File: src/design/mapt_map.svh
`ifndef MAPT_MAP_SVH
`define MAPT_MAP_SVH

// timing figures in hundredths of one timing unit
`define MAPT_OSC_HALF_X100  9'h06E
`define MAPT_SHOT_X100      9'h0F8
`define MAPT_PCT_DIV        32'h0000_0064

// widths
`define MAPT_UNIT_W         16
`define MAPT_CNT_W          24
`define MAPT_SYNC_W         6
`define MAPT_NCNT_W         8

// bit positions inside the synchronised input vector
`define MAPT_B_GATE         0
`define MAPT_B_GATE_N       1
`define MAPT_B_RISE         2
`define MAPT_B_FALL         3
`define MAPT_B_EXTEND       4
`define MAPT_B_CLEAR        5

// reset values and single-step increments
`define MAPT_CNT_ZERO       24'h00_0000
`define MAPT_CNT_ONE        24'h00_0001
`define MAPT_SYNC_IDLE      6'h22
`define MAPT_NCNT_FULL      8'hFF
`define MAPT_NCNT_ONE       8'h01

`endif

File: src/design/mapt_pkg.sv
package mapt_pkg;
  `include "mapt_map.svh"

  // gray codes along idle -> astable and idle -> one-shot
  typedef enum logic [1:0] {
    MAPT_IDLE = 2'h0,
    MAPT_ASTB = 2'h1,
    MAPT_SHOT = 2'h2
  } mapt_state_t;

  // how the controlling end wires the timer
  typedef enum logic [2:0] {
    MAPT_M_FREE  = 3'h0,
    MAPT_M_TGATE = 3'h1,
    MAPT_M_CGATE = 3'h2,
    MAPT_M_RISE  = 3'h3,
    MAPT_M_FALL  = 3'h4,
    MAPT_M_RETRG = 3'h5,
    MAPT_M_COUNT = 3'h6
  } mapt_mode_t;

  typedef struct packed {
    logic [`MAPT_SYNC_W-1:0] s1;
    logic [`MAPT_SYNC_W-1:0] s2;
    logic [`MAPT_SYNC_W-1:0] prev;
    mapt_state_t             st;
    logic [`MAPT_CNT_W-1:0]  cnt;
    logic                    osc;
    logic                    q;
    logic                    q_n;
    logic                    busy;
    logic                    retrig;
  } mapt_dev_t;

  typedef struct packed {
    logic                    gate;
    logic                    gate_n;
    logic                    rise;
    logic                    fall;
    logic                    extend;
    logic                    clear;
    logic                    q_prev;
    logic [`MAPT_NCNT_W-1:0] ncnt;
    logic                    done;
  } mapt_ctl_t;
endpackage : mapt_pkg

File: src/design/mapt_link_if.sv
`timescale 1ns/1ps
interface mapt_link_if;
  logic run_gate;
  logic run_gate_n;
  logic fire_rise;
  logic fire_fall;
  logic extend;
  logic ext_clear;
  logic pulse_q;
  logic pulse_q_n;
  logic osc_out;

  modport dev (
    input  run_gate,
    input  run_gate_n,
    input  fire_rise,
    input  fire_fall,
    input  extend,
    input  ext_clear,
    output pulse_q,
    output pulse_q_n,
    output osc_out
  );

  modport ctl (
    output run_gate,
    output run_gate_n,
    output fire_rise,
    output fire_fall,
    output extend,
    output ext_clear,
    input  pulse_q,
    input  pulse_q_n,
    input  osc_out
  );
endinterface : mapt_link_if

File: src/design/mapt_timer.sv
`timescale 1ns/1ps
`include "mapt_map.svh"
module mapt_timer
  import mapt_pkg::*;
(
  input  wire logic                    core_clk,
  input  wire logic                    rst_n,
  mapt_link_if.dev                     link,
  input  wire logic [`MAPT_UNIT_W-1:0] timing_unit,
  output logic                         busy,
  output logic                         retrig_seen
);
  import mapt_pkg::*;

  mapt_dev_t r;
  mapt_dev_t n;

  // scale the timing unit by a figure in hundredths, never below one cycle
  function automatic logic [`MAPT_CNT_W-1:0] mapt_scale(
    input logic [`MAPT_UNIT_W-1:0] unit,
    input logic [8:0]              x100
  );
    logic [31:0] prod;
    logic [31:0] quot;
    prod = 32'(unit) * 32'(x100);
    quot = prod / `MAPT_PCT_DIV;
    if (quot == 32'h0) begin
      quot = 32'h1;
    end
    return quot[`MAPT_CNT_W-1:0];
  endfunction : mapt_scale

  // one-cycle decrement of a running count
  function automatic logic [`MAPT_CNT_W-1:0] mapt_dec(
    input logic [`MAPT_CNT_W-1:0] cnt
  );
    return cnt - `MAPT_CNT_ONE;
  endfunction : mapt_dec

  // a count that has reached zero ends the current half or pulse
  function automatic logic mapt_expired(
    input logic [`MAPT_CNT_W-1:0] cnt
  );
    return (cnt == `MAPT_CNT_ZERO);
  endfunction : mapt_expired

  // leading edge of one synchronised bit against its previous sample
  function automatic logic mapt_rose(
    input logic [`MAPT_SYNC_W-1:0] now_v,
    input logic [`MAPT_SYNC_W-1:0] was_v,
    input int                      pos
  );
    return now_v[pos] & ~was_v[pos];
  endfunction : mapt_rose

  // trailing edge of one synchronised bit against its previous sample
  function automatic logic mapt_fell(
    input logic [`MAPT_SYNC_W-1:0] now_v,
    input logic [`MAPT_SYNC_W-1:0] was_v,
    input int                      pos
  );
    return ~now_v[pos] & was_v[pos];
  endfunction : mapt_fell

  // decoded view of the synchronised inputs
  logic [`MAPT_SYNC_W-1:0] cur;
  logic [`MAPT_SYNC_W-1:0] old;
  logic [`MAPT_CNT_W-1:0]  half_cnt;
  logic [`MAPT_CNT_W-1:0]  shot_cnt;
  logic                    run;
  logic                    rise_evt;
  logic                    fall_evt;
  logic                    trig;

  // input decode; only the second sync stage and the history are read
  // latency: a pin change after edge k is decoded after edge k+2,
  //   so outputs answer after edge k+3; the extra flops cost latency
  //   but keep a driver from another domain safe
  always_comb begin
    cur      = r.s2;
    old      = r.prev;
    half_cnt = mapt_scale(timing_unit, `MAPT_OSC_HALF_X100) - `MAPT_CNT_ONE;
    shot_cnt = mapt_scale(timing_unit, `MAPT_SHOT_X100) - `MAPT_CNT_ONE;
    run      = cur[`MAPT_B_GATE] | ~cur[`MAPT_B_GATE_N];
    rise_evt = mapt_rose(cur, old, `MAPT_B_RISE) & ~cur[`MAPT_B_FALL];
    fall_evt = mapt_fell(cur, old, `MAPT_B_FALL) & cur[`MAPT_B_RISE];
    trig     = rise_evt | fall_evt;
  end

  // whole next state; clear is evaluated last so it wins over everything
  always_comb begin
    n        = r;
    n.s1     = {link.ext_clear, link.extend, link.fire_fall,
                link.fire_rise, link.run_gate_n, link.run_gate};
    n.s2     = r.s1;
    n.prev   = r.s2;
    n.retrig = 1'b0;
    case (r.st)
      MAPT_IDLE: begin
        if (run) begin
          // oscillation starts with both outputs high, timing begins now
          n.st  = MAPT_ASTB;
          n.cnt = half_cnt;
          n.osc = 1'b1;
          n.q   = 1'b1;
        end else if (trig) begin
          // no dead time: a trigger right after a pulse fires again
          n.st  = MAPT_SHOT;
          n.cnt = shot_cnt;
          n.q   = 1'b1;
        end
      end
      MAPT_ASTB: begin
        if (!run) begin
          // gate gone: stop at once, outputs fall to their idle levels
          n.st  = MAPT_IDLE;
          n.cnt = `MAPT_CNT_ZERO;
          n.osc = 1'b0;
          n.q   = 1'b0;
        end else if (mapt_expired(r.cnt)) begin
          // q turns only on the osc fall, so its period is twice the osc one
          n.cnt = half_cnt;
          n.osc = ~r.osc;
          if (r.osc) begin
            n.q = ~r.q;
          end
        end else begin
          n.cnt = mapt_dec(r.cnt);
        end
      end
      MAPT_SHOT: begin
        if (rise_evt && cur[`MAPT_B_EXTEND]) begin
          // leading edge only; falling edges never reach here
          n.cnt    = shot_cnt;
          n.retrig = 1'b1;
        end else if (mapt_expired(r.cnt)) begin
          // a retrigger ahead of expiry wins above, so the pulse never dips
          n.st = MAPT_IDLE;
          n.q  = 1'b0;
        end else begin
          n.cnt = mapt_dec(r.cnt);
        end
      end
      // unused code: fall back to idle with everything low
      default: begin
        n.st  = MAPT_IDLE;
        n.cnt = `MAPT_CNT_ZERO;
        n.osc = 1'b0;
        n.q   = 1'b0;
      end
    endcase
    // clear is the final word; it also wipes a pending retrigger flag
    if (cur[`MAPT_B_CLEAR]) begin
      n.st     = MAPT_IDLE;
      n.cnt    = `MAPT_CNT_ZERO;
      n.osc    = 1'b0;
      n.q      = 1'b0;
      n.retrig = 1'b0;
    end
    // the complement is derived from the same next value, never separately
    n.q_n  = ~n.q;
    n.busy = (n.st != MAPT_IDLE);
  end

  // single state register; reset matches the cleared state
  // limitation: timing_unit is read live, so change it only when idle
  always_ff @(posedge core_clk or negedge rst_n) begin
    if (!rst_n) begin
      r.s1     <= `MAPT_SYNC_IDLE;
      r.s2     <= `MAPT_SYNC_IDLE;
      r.prev   <= `MAPT_SYNC_IDLE;
      r.st     <= MAPT_IDLE;
      r.cnt    <= `MAPT_CNT_ZERO;
      r.osc    <= 1'b0;
      r.q      <= 1'b0;
      r.q_n    <= 1'b1;
      r.busy   <= 1'b0;
      r.retrig <= 1'b0;
    end else begin
      r <= n;
    end
  end

  // outputs straight from flops
  assign link.pulse_q   = r.q;
  assign link.pulse_q_n = r.q_n;
  assign link.osc_out   = r.osc;
  assign busy           = r.busy;
  assign retrig_seen    = r.retrig;
endmodule : mapt_timer

File: src/flat_wrapper.sv
// flat-port wrapper written by rule: the top's interface ports become plain ports
module mapt_timer_flat import mapt_pkg::*;
  (core_clk, rst_n, timing_unit, busy, retrig_seen, link_run_gate, link_run_gate_n, link_fire_rise, link_fire_fall, link_extend, link_ext_clear, link_pulse_q, link_pulse_q_n, link_osc_out);
  mapt_link_if link_i ();
  input  wire logic core_clk;
  input  wire logic rst_n;
  input  wire logic [`MAPT_UNIT_W-1:0] timing_unit;
  output logic busy;
  output logic retrig_seen;
  input wire logic [$bits(link_i.run_gate)-1:0] link_run_gate;
  input wire logic [$bits(link_i.run_gate_n)-1:0] link_run_gate_n;
  input wire logic [$bits(link_i.fire_rise)-1:0] link_fire_rise;
  input wire logic [$bits(link_i.fire_fall)-1:0] link_fire_fall;
  input wire logic [$bits(link_i.extend)-1:0] link_extend;
  input wire logic [$bits(link_i.ext_clear)-1:0] link_ext_clear;
  output wire logic [$bits(link_i.pulse_q)-1:0] link_pulse_q;
  output wire logic [$bits(link_i.pulse_q_n)-1:0] link_pulse_q_n;
  output wire logic [$bits(link_i.osc_out)-1:0] link_osc_out;
  assign link_i.run_gate = link_run_gate;
  assign link_i.run_gate_n = link_run_gate_n;
  assign link_i.fire_rise = link_fire_rise;
  assign link_i.fire_fall = link_fire_fall;
  assign link_i.extend = link_extend;
  assign link_i.ext_clear = link_ext_clear;
  assign link_pulse_q = link_i.pulse_q;
  assign link_pulse_q_n = link_i.pulse_q_n;
  assign link_osc_out = link_i.osc_out;
  mapt_timer u_core (.core_clk(core_clk), .rst_n(rst_n), .link(link_i), .timing_unit(timing_unit), .busy(busy), .retrig_seen(retrig_seen));
endmodule
File: config.mk
export PLATFORM = sky130hd
export DESIGN_NAME = mapt_timer_flat
export DESIGN_NICKNAME = d
export VERILOG_FILES = /design/src/design/mapt_pkg.sv /design/src/design/mapt_link_if.sv /design/src/design/mapt_timer.sv /design/src/flat_wrapper.sv
export VERILOG_INCLUDE_DIRS = /design/src /design/src/design
export SDC_FILE = /design/constraint.sdc
export NUM_CORES = 1
export LEC_CHECK = 0
export BUFFER_PORTS_ARGS = -buffer_cell sky130_fd_sc_hd__buf_4
export CAP_MARGIN = 25
export CORE_ASPECT_RATIO = 1.25
export CORE_MARGIN = 2
export CORE_UTILIZATION = 64
export CTS_CLUSTER_DIAMETER = 100
export CTS_CLUSTER_SIZE = 30
export DETAILED_ROUTE_END_ITERATION = 7
export PLACE_DENSITY = 0.82
export SYNTH_ARGS = -nofsm -noshare
export SYNTH_HDL_FRONTEND = slang
export SYNTH_SLANG_ARGS = --single-unit
File: constraint.sdc
create_clock -name core_clk -period 5.8 [get_ports core_clk]
set_input_delay 0.58 -clock core_clk [delete_from_list [all_inputs] [get_ports core_clk]]
set_output_delay 0.58 -clock core_clk [all_outputs]
set_load 0.05 [all_outputs]
==> results of run 1 <==
metrics by stage:
step                      setup WS, ns  TNS, ns  std cells  utilization [%]
after floorplan                  -9.14  -181.82       2176                -
after global placement           -9.56  -193.01       3279             92.1
after detailed placement        -10.87  -217.90       3279             92.1
cells by family after synthesis:
logic type,count (synthesis)
flops,45
fa+ha+maj,150
mux,30
buf+inv,243
simple gates,753
xor+xnor,133
compound gates,822
Yosys cell counts, types with 23 or more instances:
master and n:
o21ai_0 113, o21ai_1 25, buf_2 25, dfrtp_1 40
o21a_1 23, a31oi_1 40, a21oi_1 126, ha_1 78
xor2_1 40, xnor2_1 92, fa_1 66, nand2_1 186
and2_1 34, o211ai_1 43, nor4_1 38, inv_1 149
nand4_1 26, o31ai_1 29, nor3_1 58, or3_1 29
nand3_1 69, a211oi_1 40, clkbuf_1 50, nor2_1 169
a21o_1 41
==> flow_summary.yaml, run 1 <==
outcome:
  first-error: "[ERROR DPL-0038] Utilization greater than 100%, impossible to legalize"
  status: "did not finish"
  stop_stage: "clock tree synthesis (4_1_cts)"
logic_synthesis:
  synth_compound_area_share_pct: 39.4
  ys_top_cells_by_area: "fa_1 (8.1%), dfrtp_1 (6.2%), ha_1 (6.0%)"
  synth_edf_count: 0
  synth_xor_area_share_pct: 7.22
  synth.area.mux_share_pct: 1.95
  synth_fa_ha_area_share_pct: 14.5
  synth-seq-area-share_pct: 6.98
  synth-main-ff-cell: "dfrtp_1"
  synth_top_family_by_area: "compound AO/OA/AOI/OAI gates"
  yosysWarnings: 0
  yosys.area_share.simple_pct: 23.8
  ys_ff_latch: 45
  synth_cell_types: 137
  synthCells: 2176
  synthArstFlopShare_pct: 100
  synth.net_count: 2344
  synth_area_sq_um: 16200
  yosysTopAreaCell: "fa_1"
  synthDominantCellAreaShare_pct: 8.14
  avgSynthCellArea_sq_um: 7.46
clocking:
  htreeDepth: 2
  cts_resized: 278
  cts_buffers: 5
  clock_path_buffers: 2
  cts_setup_buffers: 71
  cts_root_buf: "clkbuf_16"
  cts_hold_buffers: 0
  cts.sinks: 45
place:
  numPortBuffers: 28
  gp_congestion: 1.09
  post-dp-hpwl_mm: 63.0
  dpl_cell_area_sq_um: 23200
die:
  fp.dieW_microns: 146
  chipHeight_microns: 182
  io_pins: 29
  initial_utilization_pct: 64.6
  rows: 65
==> run 2: changes to the inputs <==
Settings changed: CORE_ASPECT_RATIO 1.25 to unset, CORE_UTILIZATION 64 to 40, CTS_CLUSTER_DIAMETER 100 to unset, CTS_CLUSTER_SIZE 30 to unset, PLACE_DENSITY 0.82 to unset, PLACE_DENSITY_LB_ADDON set to 0.15.
==> run 2 against run 1 <==
Compared with the run above: the flow now finishes, with violations (negative setup slack); synthesized cell count did not move; synthesized area did not move.
==> flow_summary.yaml, run 2 <==
global_routing:
  grt.total_usage_pct: 28.1
  grt_max_degree: 46
  top_usage_layer: "met2"
  first_global_vias: 21100
  use_met2_pct: 52.0
  use_met3_pct: 1.47
  overflow: 0
  met1_usage_pct: 35.2
  grt_first_pass_wirelength_mm: 101
  antenna_found_initial: 1
finish:
  layoutNonFillerInstCount: 3666
  largest_reg_flops: 26
  regArea_sq_um: 1130
  final_cell_mix: "buf_4 (968), nand2_1 (170), nor2_1 (149), inv_1 (143), a21oi_1 (98)"
  layout-drive-gt1-share_pct: 49.6
  fill_cells: 3149
  synthToLayoutAreaGrowth_pct: 70.4
  final_util_pct: 69.3
  multi_input_area_sq_um: 16900
  regMostFlops: "u_core.r"
  final_common_cell: "buf_4"
  num-nets-final: 3307
worst_setup_path:
  rr_startpoint: "u_core.r[5]"
  required_ns: 5.98
  path_common_cell: "buf_4"
  reg2reg_depth: 18
  crit_arrival_ns: 15.67
  cpPeakStageDelay_ns: 0.58
  worstSetupPathType: "in -> reg"
  endpoint_kind: "register"
  path_max_fanout: 8
  start_kind: "input port"
  r2r-end: "u_core.r[10]"
  r2r_slack_ns: 0.47
  slowest_stage: "fa_1"
logic_synthesis:
  synthArstFlopShare_pct: 100
  synth-seq-area-share_pct: 6.98
  ys_ff_latch: 45
  yosysTopAreaCell: "fa_1"
  synth-main-ff-cell: "dfrtp_1"
  synthDominantCellAreaShare_pct: 8.14
  yosysWarnings: 0
  synth_cell_types: 137
  ys_top_cells_by_area: "fa_1 (8.1%), dfrtp_1 (6.2%), ha_1 (6.0%)"
  avgSynthCellArea_sq_um: 7.46
  synth_edf_count: 0
  synthCells: 2176
  synth.net_count: 2344
  synth_area_sq_um: 16200
  synth_top_cells_by_count: "nand2_1 (186), nor2_1 (169), inv_1 (149), a21oi_1 (126), o21ai_0 (113)"
  yosysMostFrequentCell: "nand2_1"
die:
  chipHeight_microns: 205
  rows: 73
  initial_utilization_pct: 40.7
  core-area_sq_um: 39900
  io_pins: 29
  fp.dieW_microns: 205
  fp.dieArea_sq_um: 42200
timing:
  max-slew-margin-rel_pct: 43.4
  rsz0062_at_grt: "true"
  fin_crit_sh_pct: 267
  report.final.hold_viol_count: 0
  finalSetupViolCount: 21
  fin_worst_skew_ns: 0.00594
  final_max_slew_viol_count: 0
  fmax_ghz: 0.0646
  setup_slack_ns: -9.69
  period_minus_slack_ns: 15.49
  tightest_slew_ns: 0.841
outcome:
  status: "complete, but fails checks"
  violations: "negative setup slack"
routing:
  routed_wl_mm: 64.5
  vias: 21700
  drt_iter0_drc: 1373
  antenna_left: 0
  wl_per_cell_microns: 17.6
  drc: 0
  vias_per_cell: 5.91
  firstDrtPassIters: 8
clocking:
  path_clk_slew_ns: 0.06
  clock_latency_ns: 0.29
  cts_buffers: 5
  cts.sinks: 45
  cts_tree: "built"
  htreeDepth: 2
  cts_root_buf: "clkbuf_16"
  clock_path_buffers: 2
place:
  pre_cts_ws_ns: -10.20
  gp_congestion: 0.950
  numPortBuffers: 28
  post-dp-hpwl_mm: 49.0
  dp.cells: 3526
run:
  maxCapViolations: 0
worst_hold_path:
  worst_hold_path_type: "in -> async"
run 2: cell counts after synthesis:
No cell type changed its count.
run 2: final cells by class:
cell class / count / area share (%)
multi-input cells: 1892 / 61.2
repair buffers: 1042 / 29.6
flip-flops and latches: 45 / 4.09
well taps: 525 / 2.37
inverters: 153 / 2.10
clock buffers: 6 / 0.466
clock inverters: 2 / 0.140
diodes: 1 / 0.00905
run 2: worst max-delay path: cells and delay by family:
kind	cells	cell delay (ns)
XOR/XNOR	2	0.27
buffers and inverters	16	2.12
AO/OA/AOI/OAI	35	7.88
adder cells (fa/ha/maj)	6	2.15
AND/OR/NAND/NOR	10	2.65
run 2: routing by layer:
layer / up-vias / share of wire [%]
li1: 10300 / -
met1: 10500 / 42
met2: 679 / 51
met3: 194 / 3.7
met5: - / 0
met4: 0 / 3.6
run 2: cell families after synthesis:
logic type,Yosys count,share of synthesized area [%]
DFF,45,6.98
muxes,30,1.95
AOI/OAI and AO/OA,822,39.4
buffers and inverters,243,6.12
xor gates and xnor gates,133,7.22
and+or+nand+nor,753,23.8
adders and majority gates,150,14.5
run 2: timing repair:
item | CTS | global route
buffers inserted | 64 | 66
gates cloned | 3 | 1
endpoints found under the setup margin | 21 | 21
pin swaps | 113 | 147
hold buffers | 0 | 0
resized for setup | 191 | 303
run 2: worst max path at each step:
stage | from | end
after detailed placement | timing_unit[7] | u_core.r[17]
after global routing | timing_unit[4] | u_core.r[23]
final | timing_unit[0] | u_core.r[23]
after floorplan | timing_unit[4] | u_core.r[17]
after CTS | timing_unit[0] | u_core.r[17]
after global placement | timing_unit[11] | u_core.r[19]
run 2: per-stage QoR:
stage | hold slack [ns] | instance area [sq um] | setup TNS [ns]
6_report | 0.285 | 27700 | -197.21
5_1_grt | 0.332 | 27700 | -208.21
4_1_cts | 0.310 | 25600 | -188.42
3_5_place_dp | 0.341 | 23900 | -206.33
3_3_place_gp | 0.342 | 23900 | -201.98
2_1_floorplan | 0.284 | 16800 | -181.82
Power of run 2 is not shown: default switching activity piles up to over one toggle a cycle in this logic, so the estimate is an artifact.
